<file path="src/hdl/timer16_map.svh">
// Register offsets, field positions, reset values and timing counts of the timer
`ifndef TIMER16_MAP_SVH
`define TIMER16_MAP_SVH
`define ADDR_COUNT 4'h0
`define ADDR_CAPCMP_A 4'h1
`define ADDR_CAPCMP_B 4'h2
`define ADDR_MODE 4'h3
`define ADDR_CAPCMP_CTRL 4'h4
`define ADDR_OUTPUT_CTRL 4'h5
`define ADDR_PRESCALER 4'h6
`define MODE_OVF 0
`define MODE_OP_LO 2
`define MODE_OP_HI 3
`define CC_A_CAPTURE 0
`define CC_REV_PHASE 1
`define CC_B_CAPTURE 2
`define OC_ENABLE 0
`define OC_A_TOGGLE 1
`define OC_LVL_RESET 2
`define OC_LVL_SET 3
`define OC_B_TOGGLE 4
`define OC_OS_ENABLE 5
`define OC_OS_TRIGGER 6
`define PS_CLK_LO 0
`define PS_CLK_HI 1
`define PS_ES_A_LO 4
`define PS_ES_A_HI 5
`define PS_ES_B_LO 6
`define PS_ES_B_HI 7
`define CLK_SEL_EXT_A 2'h3
`define RST_OUTPUT_CTRL 8'h00
`define RST_BYTE 8'h00
`define RST_WORD 16'h0000
`define COUNT_MAX 16'hffff
`define COUNT_ONE 16'h0001
`define DIV_WIDTH 2
`endif

</file>
<file path="src/hdl/timer16_pkg.sv">
// Types shared by the timer design and its bench
package timer16_pkg;
	typedef enum logic [1:0] {op_stopped, op_free_run, op_clear_edge, op_clear_match} op_mode_type;
	typedef enum logic [1:0] {edge_falling, edge_rising, edge_none, edge_both} edge_sel_type;
endpackage

</file>
<file path="src/hdl/timer16_capture_compare_output.sv">
// 16-bit timer with two capture/compare registers and one output pin
// Operation
// Mode 01 free-runs; 00 stops and clears; others are clear-and-start modes.
// Mode 10 clears on trigger A edge, capturing count into register B.
// Register A captures on trigger B edge or reverse phase of A.
// Register B captures on each valid trigger A edge.
// Software leaves compare registers alone while running.
// Duty change on B follows its match, with toggle disabled meanwhile.
// Level bits: 00 unchanged, 01 low, 10 high, 11 ignored.
// Level bits act only while stopped; writes while running are ignored. Code keeps such writes and applies them once stopped.
// Output starts from preset level; toggles on enabled matches.
// Output control stays 00H in counting and measuring modes.
// Pulse-pattern compare values differ and are nonzero.
// First match after start may come one count clock late.
// Clear-on-match needs nonzero values in both registers.
// Capture beside a read completes; read only after capture interrupt.
// Capture/compare contents are not promised after stop.
// Edge selects are changed only while stopped.
// One-shot retriggers after active level; not in clear-on-match mode.
// Match A at FFFFH in clear-on-match mode also sets overflow.
// Overflow clear before count reaches 0001H is ineffective.
// With trigger A as count clock, A-triggered captures are dropped.
// Trigger pulses last over two count clocks.
// Capture on count tick; its interrupt on the following tick.
// Reverse-phase capture raises no interrupt; B edge then pulses match-A.
// First enable after reset sees a high trigger as rising edge.
`timescale 1ns/10ps
`include "timer16_map.svh"
module timer16_capture_compare_output (
	input wire logic clock,
	input wire logic sys_rst,
	input wire logic [3:0] addr,
	input wire logic [15:0] wdata,
	input wire logic wr_strobe,
	input wire logic rd_strobe,
	output logic [15:0] rdata,
	input wire logic trigger_input_a,
	input wire logic trigger_input_b,
	output logic timer_output_pin,
	output logic irq_match_a,
	output logic irq_match_b
);
	import timer16_pkg::*;

	// ----------------------------------------
	// Registers and state
	// ----------------------------------------
	logic [15:0] count_register_q;
	logic [15:0] capcmp_reg_a_q;
	logic [15:0] capcmp_reg_b_q;
	logic [1:0] op_mode_q;
	logic overflow_flag_q;
	logic [2:0] capcmp_ctrl_reg_q;
	logic [7:0] output_ctrl_reg_q;
	logic [7:0] prescaler_sel_reg_q;
	logic out_level_q;
	logic [1:0] sync_a_q;
	logic [1:0] sync_b_q;
	logic prev_a_q;
	logic prev_b_q;
	logic started_q;
	logic [7:0] div_q;
	logic tick_q;
	logic edge_a_pend_q;
	logic rev_a_pend_q;
	logic edge_b_pend_q;
	logic cap_irq_a_q;
	logic cap_irq_b_q;
	logic oneshot_armed_q;
	logic oneshot_req_q;
	logic wrapped_q;
	logic [15:0] rdata_q;
	logic irq_a_q;
	logic irq_b_q;
	logic pin_q;

	op_mode_type op_mode;
	edge_sel_type es_a;
	edge_sel_type es_b;
	logic running;
	logic wr_mode;
	logic rise_a, fall_a, rise_b, fall_b;
	logic valid_a, reverse_a, valid_b;
	logic ext_clk;
	logic tick;
	logic a_is_cap, b_is_cap, rev_sel;
	logic cap_a_now, cap_b_now, b_ext_irq;
	logic match_a, match_b;
	logic clear_now;
	logic oneshot_en;
	logic toggle_a, toggle_b;

	assign op_mode = op_mode_type'(op_mode_q);
	assign running = op_mode != op_stopped;
	assign wr_mode = wr_strobe && addr == `ADDR_MODE;
	assign es_a = edge_sel_type'(prescaler_sel_reg_q[`PS_ES_A_HI:`PS_ES_A_LO]);
	assign es_b = edge_sel_type'(prescaler_sel_reg_q[`PS_ES_B_HI:`PS_ES_B_LO]);
	assign a_is_cap = capcmp_ctrl_reg_q[`CC_A_CAPTURE];
	assign b_is_cap = capcmp_ctrl_reg_q[`CC_B_CAPTURE];
	assign rev_sel = capcmp_ctrl_reg_q[`CC_REV_PHASE];
	assign oneshot_en = output_ctrl_reg_q[`OC_OS_ENABLE];
	assign ext_clk = prescaler_sel_reg_q[`PS_CLK_HI:`PS_CLK_LO] == `CLK_SEL_EXT_A;

	// ----------------------------------------
	// Trigger synchronisers and edge detection
	// ----------------------------------------
	always_ff @(posedge clock) begin
		if (sys_rst) begin
			sync_a_q <= 2'h0;
			sync_b_q <= 2'h0;
		end else begin
			sync_a_q <= {sync_a_q[0], trigger_input_a};
			sync_b_q <= {sync_b_q[0], trigger_input_b};
		end
	end

	// Edge history resets low, holds until the first start, then tracks even while stopped
	always_ff @(posedge clock) begin
		if (sys_rst) begin
			prev_a_q <= 1'b0;
			prev_b_q <= 1'b0;
			started_q <= 1'b0;
		end else begin
			if (running) begin
				started_q <= 1'b1;
			end
			if (running || started_q) begin
				prev_a_q <= sync_a_q[1];
				prev_b_q <= sync_b_q[1];
			end
		end
	end

	assign rise_a = sync_a_q[1] && !prev_a_q;
	assign fall_a = !sync_a_q[1] && prev_a_q;
	assign rise_b = sync_b_q[1] && !prev_b_q;
	assign fall_b = !sync_b_q[1] && prev_b_q;
	// Triggers are ignored while stopped
	assign valid_a = running && ((es_a == edge_rising && rise_a) || (es_a == edge_falling && fall_a)
		|| (es_a == edge_both && (rise_a || fall_a)));
	assign reverse_a = running && ((es_a == edge_rising && fall_a)
		|| (es_a == edge_falling && rise_a));
	assign valid_b = running && ((es_b == edge_rising && rise_b) || (es_b == edge_falling && fall_b)
		|| (es_b == edge_both && (rise_b || fall_b)));

	// ----------------------------------------
	// Count clock
	// ----------------------------------------
	always_ff @(posedge clock) begin
		if (sys_rst || !running) begin
			div_q <= `RST_BYTE;
		end else begin
			div_q <= div_q + 8'h01;
		end
	end

	// Divider restarts at start, so the first tick may slip a count clock
	always_comb begin
		unique case (prescaler_sel_reg_q[`PS_CLK_HI:`PS_CLK_LO])
			2'h0: tick = running;
			2'h1: tick = running && div_q[0];
			2'h2: tick = running && div_q[1:0] == 2'h3;
			default: tick = valid_a;
		endcase
	end

	always_ff @(posedge clock) begin
		if (sys_rst) begin
			tick_q <= 1'b0;
		end else begin
			tick_q <= tick;
		end
	end

	// ----------------------------------------
	// Capture
	// ----------------------------------------
	// Edges wait for the next count tick; with A as count clock the A edges are dropped
	always_ff @(posedge clock) begin
		if (sys_rst || !running) begin
			edge_a_pend_q <= 1'b0;
			rev_a_pend_q <= 1'b0;
			edge_b_pend_q <= 1'b0;
		end else begin
			edge_a_pend_q <= !ext_clk && (valid_a || (edge_a_pend_q && !tick));
			rev_a_pend_q <= !ext_clk && (reverse_a || (rev_a_pend_q && !tick));
			edge_b_pend_q <= valid_b || (edge_b_pend_q && !tick);
		end
	end

	assign cap_b_now = tick && edge_a_pend_q && (b_is_cap || op_mode == op_clear_edge);
	assign cap_a_now = tick && a_is_cap && (rev_sel ? rev_a_pend_q : edge_b_pend_q);
	assign b_ext_irq = tick && a_is_cap && rev_sel && edge_b_pend_q;
	assign match_a = tick && !a_is_cap && count_register_q == capcmp_reg_a_q;
	assign match_b = tick && !b_is_cap && count_register_q == capcmp_reg_b_q;
	assign clear_now = (op_mode == op_clear_edge && tick && edge_a_pend_q)
		|| (op_mode == op_clear_match && match_a);

	always_ff @(posedge clock) begin
		if (sys_rst) begin
			capcmp_reg_a_q <= `RST_WORD;
		end else if (cap_a_now) begin
			capcmp_reg_a_q <= count_register_q;
		end else if (wr_strobe && addr == `ADDR_CAPCMP_A) begin
			capcmp_reg_a_q <= wdata;
		end
	end

	always_ff @(posedge clock) begin
		if (sys_rst) begin
			capcmp_reg_b_q <= `RST_WORD;
		end else if (cap_b_now) begin
			capcmp_reg_b_q <= count_register_q;
		end else if (wr_strobe && addr == `ADDR_CAPCMP_B) begin
			capcmp_reg_b_q <= wdata;
		end
	end

	// Capture interrupts follow one count tick after the capture
	always_ff @(posedge clock) begin
		if (sys_rst || !running) begin
			cap_irq_a_q <= 1'b0;
			cap_irq_b_q <= 1'b0;
		end else begin
			cap_irq_a_q <= (cap_a_now && !rev_sel) || b_ext_irq || (cap_irq_a_q && !tick);
			cap_irq_b_q <= cap_b_now || (cap_irq_b_q && !tick);
		end
	end

	// ----------------------------------------
	// Counter, mode and overflow
	// ----------------------------------------
	always_ff @(posedge clock) begin
		if (sys_rst || !running) begin
			count_register_q <= `RST_WORD;
		end else if (clear_now || (oneshot_req_q && op_mode != op_clear_match)) begin
			count_register_q <= `RST_WORD;
		end else if (tick) begin
			count_register_q <= count_register_q + `COUNT_ONE;
		end
	end

	always_ff @(posedge clock) begin
		if (sys_rst) begin
			op_mode_q <= 2'h0;
		end else if (wr_mode) begin
			op_mode_q <= wdata[`MODE_OP_HI:`MODE_OP_LO];
		end
	end

	// Wrapped marks the window from a wrap until the count reaches 0001H
	always_ff @(posedge clock) begin
		if (sys_rst || !running) begin
			wrapped_q <= 1'b0;
		end else if (tick && count_register_q == `COUNT_MAX) begin
			wrapped_q <= 1'b1;
		end else if (tick) begin
			wrapped_q <= 1'b0;
		end
	end

	// A new overflow wins over a software clear
	always_ff @(posedge clock) begin
		if (sys_rst) begin
			overflow_flag_q <= 1'b0;
		end else if (tick && count_register_q == `COUNT_MAX) begin
			overflow_flag_q <= 1'b1;
		end else if (wr_mode && !wdata[`MODE_OVF]) begin
			overflow_flag_q <= wrapped_q;
		end
	end

	// ----------------------------------------
	// Control registers
	// ----------------------------------------
	always_ff @(posedge clock) begin
		if (sys_rst) begin
			capcmp_ctrl_reg_q <= 3'h0;
			prescaler_sel_reg_q <= `RST_BYTE;
		end else begin
			if (wr_strobe && addr == `ADDR_CAPCMP_CTRL) begin
				capcmp_ctrl_reg_q <= wdata[2:0];
			end
			if (wr_strobe && addr == `ADDR_PRESCALER) begin
				prescaler_sel_reg_q <= wdata[7:0];
			end
		end
	end

	// Level bits kept but act only while stopped; trigger is a strobe, reads 0
	always_ff @(posedge clock) begin
		if (sys_rst) begin
			output_ctrl_reg_q <= `RST_OUTPUT_CTRL;
		end else if (wr_strobe && addr == `ADDR_OUTPUT_CTRL) begin
			output_ctrl_reg_q <= {2'b00, wdata[5:0]};
		end
	end

	// ----------------------------------------
	// One-shot and timer output
	// ----------------------------------------
	always_ff @(posedge clock) begin
		if (sys_rst || !running) begin
			oneshot_req_q <= 1'b0;
		end else begin
			oneshot_req_q <= oneshot_en && wr_strobe && addr == `ADDR_OUTPUT_CTRL
				&& wdata[`OC_OS_TRIGGER];
		end
	end

	// No one-shot in clear-on-match mode; a retrigger mid-pulse restarts it
	always_ff @(posedge clock) begin
		if (sys_rst || !running || !oneshot_en) begin
			oneshot_armed_q <= 1'b0;
		end else if (oneshot_req_q && op_mode != op_clear_match) begin
			oneshot_armed_q <= 1'b1;
		end else if (match_b) begin
			oneshot_armed_q <= 1'b0;
		end
	end

	assign toggle_a = match_a && output_ctrl_reg_q[`OC_A_TOGGLE] && (!oneshot_en || oneshot_armed_q);
	assign toggle_b = match_b && output_ctrl_reg_q[`OC_B_TOGGLE] && (!oneshot_en || oneshot_armed_q);

	always_ff @(posedge clock) begin
		if (sys_rst) begin
			out_level_q <= 1'b0;
		end else if (!running) begin
			unique case ({output_ctrl_reg_q[`OC_LVL_SET], output_ctrl_reg_q[`OC_LVL_RESET]})
				2'h1: out_level_q <= 1'b0;
				2'h2: out_level_q <= 1'b1;
				default: out_level_q <= out_level_q;
			endcase
		end else if (toggle_a ^ toggle_b) begin
			out_level_q <= !out_level_q;
		end
	end

	// ----------------------------------------
	// Outputs and read path
	// ----------------------------------------
	always_ff @(posedge clock) begin
		if (sys_rst) begin
			pin_q <= 1'b0;
			irq_a_q <= 1'b0;
			irq_b_q <= 1'b0;
		end else begin
			pin_q <= out_level_q && output_ctrl_reg_q[`OC_ENABLE];
			irq_a_q <= match_a || (cap_irq_a_q && tick);
			irq_b_q <= match_b || (cap_irq_b_q && tick);
		end
	end

	// A capture racing a read still lands; the read word may be stale
	always_ff @(posedge clock) begin
		if (sys_rst) begin
			rdata_q <= `RST_WORD;
		end else if (rd_strobe) begin
			unique case (addr)
				`ADDR_COUNT: rdata_q <= count_register_q;
				`ADDR_CAPCMP_A: rdata_q <= capcmp_reg_a_q;
				`ADDR_CAPCMP_B: rdata_q <= capcmp_reg_b_q;
				`ADDR_MODE: rdata_q <= {12'h000, op_mode_q, 1'b0, overflow_flag_q};
				`ADDR_CAPCMP_CTRL: rdata_q <= {13'h0000, capcmp_ctrl_reg_q};
				`ADDR_OUTPUT_CTRL: rdata_q <= {8'h00, output_ctrl_reg_q};
				`ADDR_PRESCALER: rdata_q <= {8'h00, prescaler_sel_reg_q};
				default: rdata_q <= `RST_WORD;
			endcase
		end else begin
			rdata_q <= `RST_WORD;
		end
	end

	assign rdata = rdata_q;
	assign timer_output_pin = pin_q;
	assign irq_match_a = irq_a_q;
	assign irq_match_b = irq_b_q;
endmodule

</file>
<file path="config.mk">
export PLATFORM = sky130hd
export DESIGN_NAME = timer16_capture_compare_output
export DESIGN_NICKNAME = d
export VERILOG_FILES = /design/src/hdl/timer16_pkg.sv /design/src/hdl/timer16_capture_compare_output.sv
export VERILOG_INCLUDE_DIRS = /design/src /design/src/hdl
export SDC_FILE = /design/constraint.sdc
export NUM_CORES = 1
export LEC_CHECK = 0
export BUFFER_PORTS_ARGS = -buffer_cell sky130_fd_sc_hd__buf_4
export CAP_MARGIN = 10
export CORE_AREA = 2 2 116 118
export CTS_CLUSTER_DIAMETER = 150
export DETAILED_ROUTE_END_ITERATION = 6
export DIE_AREA = 0 0 118 120
export GPL_TIMING_DRIVEN = 0
export HOLD_SLACK_MARGIN = 0.08
export PLACE_DENSITY = 0.61
export SETUP_SLACK_MARGIN = 0.5
export SYNTH_ARGS = -nofsm -noshare
export SYNTH_HDL_FRONTEND = slang
export SYNTH_SLANG_ARGS = --single-unit
</file>
<file path="constraint.sdc">
create_clock -name clock -period 2.43 [get_ports clock]
set_input_delay 0.3645 -clock clock [delete_from_list [all_inputs] [get_ports clock]]
set_output_delay 0.3645 -clock clock [all_outputs]
set_load 0.05 [all_outputs]
</file>
# Word level (Yosys, flattened, before mapping)
# Cells that the tools add are included.
# op_classes
bitwise_logic	2
add_sub_neg	2
eq_ne	23
n_reduce_logical	106
muxes	16
# ops
operator	n
case mux 16 bit (7 select lines)	1
2-to-1 mux 16 bit	4
logical AND 1 bit	57
== test 16 bit	2
logical OR 1 bit	22
adder 16 x 1 -> 16 bit, second input constant	1
== test 16 bit, second input constant	1
== test 2 bit, second input constant	8
logical NOT 1 bit	13
== test 4 x 3 -> 1 bit, second input constant	3
nonzero test 2 bit	6
2-to-1 mux 1 bit	9
adder 8 x 1 -> 8 bit, second input constant	1
== test 2 x 1 -> 1 bit, second input constant	4
== test 4 x 2 -> 1 bit, second input constant	2
logical NOT 2 bit	3
== test 4 x 1 -> 1 bit, second input constant	1
logical NOT 4 bit	1
OR reduction 2 bit	2
case mux 1 bit (3 select lines)	1
nonzero test 3 bit	1
inequality test 2 x 1 -> 1 bit, second input constant	1
inequality test 2 bit, second input constant	1
case mux 1 bit (2 select lines)	1
other kinds (3)	3
# totals
register_bits	111
elab_cells	176
input_bits	26
output_inout_bits	19

# Depth between registers and ports, before layout
# depth
depth_word	14
depth_mapped	10
mapped_depth_nobuf	8

# Worst setup path after synthesis
# Ideal clock, no wire load.
# synth_path
kind	register to register
startpoint	register prescaler_sel_reg_q[0]
endpoint	register count_register_q[1]
n_path_buf	2
slack_ns	0.302
stages_incl_launch_ff	10
period_less_slack_ns	2.128
arrival_time_ns	2.012
setup_ns	0.116
required_ns	2.314
cell_sequence	dfxtp_1 -> inv_1 -> ha_1 -> mux2_4 -> a211o_1 -> o211ai_2 -> buf_2 -> buf_2 -> mux2i_1 -> nor2_1
# synth_between
elab_chain_cells	8
word_cells_on_any_way	12
classes_between	eq/ne (2); mux (1); reduce/logical (9)
# synth_lines
item	line_no	rtl
start, declared	timer16_capture_compare_output.sv:55	logic [7:0] prescaler_sel_reg_q;
start signal, assigned	timer16_capture_compare_output.sv:279	prescaler_sel_reg_q <= `RST_BYTE;
start signal, assigned	timer16_capture_compare_output.sv:285	prescaler_sel_reg_q <= wdata[7:0];
== test 2 bit, or another cell as far along	timer16_capture_compare_output.sv:159	unique case (prescaler_sel_reg_q[`PS_CLK_HI:`PS_CLK_LO])
case mux 1 bit (3 select lines) *	timer16_capture_compare_output.sv:159	
logical AND 1 bit (2 in series)	timer16_capture_compare_output.sv:194	assign match_a = tick && !a_is_cap && count_register_q == capcmp_reg_a_q;
logical AND 1 bit	timer16_capture_compare_output.sv:197	|| (op_mode == op_clear_match && match_a);
logical OR 1 bit	timer16_capture_compare_output.sv:197	
logical OR 1 bit	timer16_capture_compare_output.sv:236	end else if (clear_now || (oneshot_req_q && op_mode != op_clear_match)) begin
OR reduction 2 bit (no source line)	n/a	
end signal, assigned	timer16_capture_compare_output.sv:235	count_register_q <= `RST_WORD;
end signal, assigned	timer16_capture_compare_output.sv:237	count_register_q <= `RST_WORD;
end signal, assigned	timer16_capture_compare_output.sv:239	count_register_q <= count_register_q + `COUNT_ONE;
end, declared	timer16_capture_compare_output.sv:48	logic [15:0] count_register_q;
# Mark *: on every way between the ends. The rest lies on a longest branch, timed or not.
# A chain may end at the register's enable or synchronous reset.

# Worst setup path after layout
# layout_path
startpoint	register prescaler_sel_reg_q[0]
endpoint	register count_register_q[13]
# Same word-level chain as after synthesis.

==> results.sh <==
export IMPL_ys_types=58
export IMPL_clock_tree_htree_level_count=3
export IMPL_combPwrFrac_pct=8.6
export IMPL_num_io_pins=45
export IMPL_avgViaCountPerCell=5.71
export IMPL_power_density_nw_per_um2=463
export IMPL_holdPathStages=2
export IMPL_power_w=0.00352
export IMPL_r2r_start="prescaler_sel_reg_q[0]"
export IMPL_nets=776
export IMPL_clk_pin_slew_ns=0.07
export IMPL_clock_latency_ns=0.36
export IMPL_avgSynthCellArea_um2=8.71
export IMPL_synth_seq_cells=105
export IMPL_setup_worst_path_end_class="flip-flop"
export IMPL_ant_nets=0
export IMPL_cts_buffers=9
export IMPL_yosysTopAreaCell="dfxtp_1"
export IMPL_grt_max_degree=16
export IMPL_hpwl_mm=13.0
export IMPL_synth_mux_area_share_pct=6.88
export IMPL_slew_violations=0
export IMPL_switchingPower_w=0.000872
export IMPL_r2r_cells=9
export IMPL_worst_r2r_endpoint="count_register_q[13]"
export IMPL_ff2ff_setup_slack_ns=0.24
export IMPL_synth_common_cells="114 x nor2_1, 105 x dfxtp_1, 57 x nand2_1"
export IMPL_cp_data_required_time_ns=2.73
export IMPL_final_layout_size_suffix_gt1_share_pct=35.2
export IMPL_antenna_found_initial=0
export IMPL_io_buffers=42
export IMPL_fmax_ghz=0.456
export IMPL_critPathKind="flip-flop to flip-flop"
export IMPL_drt_initial_drc_count=458
export IMPL_cts_root_buf="clkbuf_16"
export IMPL_relSlewSlack_pct=32.5
export IMPL_grt_pass1_vias=5177
export IMPL_cts_hold_buf=0
export IMPL_stdcell_count=921
export IMPL_synth_async_sr_flop_share_pct=0
export IMPL_grt_overflow=0
export IMPL_die_height_um=120
export IMPL_power_share_clock_pct=41.7
export IMPL_synth_top_family_by_area="simple AND/OR/NAND/NOR gates"
export IMPL_die_area_um2=14200
export IMPL_seq_area_frac_synth_pct=37.1
export IMPL_post_route_util_pct=58.6
export IMPL_min_path_type="primary input to flip-flop"
export IMPL_min_to="sync_a_q[0]"
export IMPL_initial_core_util_pct=43.6
export IMPL_fin_setup_tns_ns=0
export IMPL_place_inst=868
export IMPL_worstMarginPinSlew_ns=1.01
export IMPL_p_leak_nw=2.80
export IMPL_hold_path_startpoint="trigger_input_a"
export IMPL_cts_path_max_buffers=2
export IMPL_synthTopCellsByArea="dfxtp_1 37%, a311oi_2 8.5%, nor2_1 7.6%"
export IMPL_gp_congestion=0.929
export IMPL_synth_edff_count=0
export IMPL_p_int_w=0.00265
export IMPL_cts_tree="built"
export IMPL_grt_use_total_pct=27.1
export IMPL_pwr_share_seq_pct=49.7
export IMPL_cp_max_fo=6
export IMPL_routedWlPerCell_um=20.5
export IMPL_vias=5259
export IMPL_synth_most_common_cell="nor2_1"
export IMPL_fp_row_count=42
export IMPL_outcome="finished clean"
export IMPL_synthFlopType="dfxtp_1"
export IMPL_holdWs_ns=0.221
export IMPL_period_minus_slack_ns=2.19
export IMPL_setup_viol=0
export IMPL_remaining_drc_errors=0
export IMPL_antenna_cells=0
export IMPL_rsz0062_at_grt="true"
export IMPL_ys_warn_count=0
export IMPL_grt_pass1_wl_mm=29.5
export IMPL_finalHoldViolCount=0
export IMPL_dr_pass1_iters=6
export IMPL_cts_sinks=105
export IMPL_syn_instance_count=650
export IMPL_vdd_drop_max_uv=303
export IMPL_routed_wl_mm=18.9
export IMPL_synth_xor_area_share_pct=7.58
export IMPL_yosys_area_top_type_share_pct=37.1
export IMPL_start_kind="flip-flop"
export IMPL_synthAdderAreaFrac_pct=2.39
export IMPL_core_area_um2=13000
export IMPL_synth_compound_area_share_pct=15.8
export IMPL_synth_area_um2=5660
export IMPL_cp_data_arrival_time_ns=2.49
export IMPL_die_x_um=118
export IMPL_synth_fp_nets=686
export IMPL_syn2layout_area_growth_pct=34.5
export IMPL_skew_ns=0.00740
export IMPL_fin_crit_sh_pct=90.3
export IMPL_maxCapViolCount=0
export IMPL_synth_simple_area_share_pct=23.4
export IMPL_switching_share_pct=24.8
[stage by stage]
stage                     instance area [um^2]  setup slack, ns
after CTS                                 7430            0.256
after floorplan                           5930            0.411
after global routing                      7610            0.176
final                                     7610            0.236
after global placement                    6470            0.155
after detailed placement                  6470           0.0989
[per-layer routing]
| metal | routed length (um) | share of wire, % | track usage, % |
|---|---|---|---|
| met5 | 0 | 0 | 0 |
| met4 | 586 | 3.1 | 10.9 |
| met3 | 1240 | 6.6 | 5.09 |
| met2 | 8880 | 47 | 43.0 |
| met1 | 8190 | 43 | 36.5 |
[worst max-delay path by stage]
stage / startpoint / to / slack, ns / depth (start not counted)
6_report: prescaler_sel_reg_q[0] / count_register_q[13] / 0.24 / 9
5_1_grt: prescaler_sel_reg_q[0] / count_register_q[13] / 0.18 / 9
4_1_cts: prescaler_sel_reg_q[0] / out_level_q / 0.26 / 9
3_5_place_dp: prescaler_sel_reg_q[0] / capcmp_reg_a_q[3] / 0.1 / 10
3_3_place_gp: prescaler_sel_reg_q[0] / capcmp_reg_a_q[1] / 0.15 / 10
2_1_floorplan: prescaler_sel_reg_q[0] / count_register_q[11] / 0.41 / 9
[cell type report]
type | count | area [um^2]
fillers | 1139 | 5370
multi-input cells | 473 | 3710
flip-flops and latches | 105 | 2110
repair buffers | 79 | 753
plain buffers | 55 | 448
clock buffers | 14 | 284
well taps | 176 | 220
inverters | 17 | 66.3
clock inverters | 2 | 10.0
[registers in the layout (all words and copies together) (netlist names), 3 cells and up]
| register | cells |
|---|---|
| prescaler_sel_reg_q | 8 |
| output_ctrl_reg_q | 6 |
| capcmp_reg_a_q | 16 |
| count_register_q | 16 |
| rdata | 16 |
| capcmp_reg_b_q | 16 |
| capcmp_ctrl_reg_q | 3 |
[power groups by stage]
stage	Combinational (W)	Sequential, W	Clock (W)
global placement	0.000251	0.00179	0
floorplan	0.000143	0.00179	0
finish	0.000303	0.00175	0.00147
detailed placement	0.000252	0.00179	0
CTS	0.000281	0.00175	0.00148
global route	0.000318	0.00175	0.00155
[logic make-up after synthesis]
group | Yosys count
XOR/XNOR | 49
multiplexers | 38
flip-flops | 105
adder cells (fa/ha/maj) | 11
AO/OA/AOI/OAI | 90
AND/OR/NAND/NOR | 285
buffers and inverters | 72
[cell usage in the layout (no fill, tap or decap), types with 6 or more instances in the layout]
cell and instances:
xnor2_1 32, dfxtp_1 99, clkbuf_1 22, xor2_1 14, nor2_1 70, a311oi_2 32
a21oi_1 20, nand3_1 42, inv_1 14, nor2b_1 9, buf_4 61, clkbuf_16 9
ha_1 6, buf_6 20, nor3_1 16, buf_2 7, nor2_4 34, buf_12 7
nor2_2 16, mux2i_1 33, nand2_1 55, nand4_1 7
[worst max-delay path, stage by stage, from the launching register on]
cell      delay [ns]
dfxtp_4         0.36
inv_4           0.04
ha_4            0.14
mux2_4          0.30
a211o_4         0.36
o21ai_4         0.09
o211ai_2        0.09
a221o_2         0.48
buf_6           0.19
nor2_1          0.08
[repair_timing]
action | in CTS | in global routing
cloned | 6 | 0
endpoints found under the hold margin | 0 | 0
setup buffers | 28 | 3
pin swaps | 51 | 13
endpoints found under the setup margin | 59 | 66
resized for setup | 82 | 35
(Power assumes the default switching activity.)
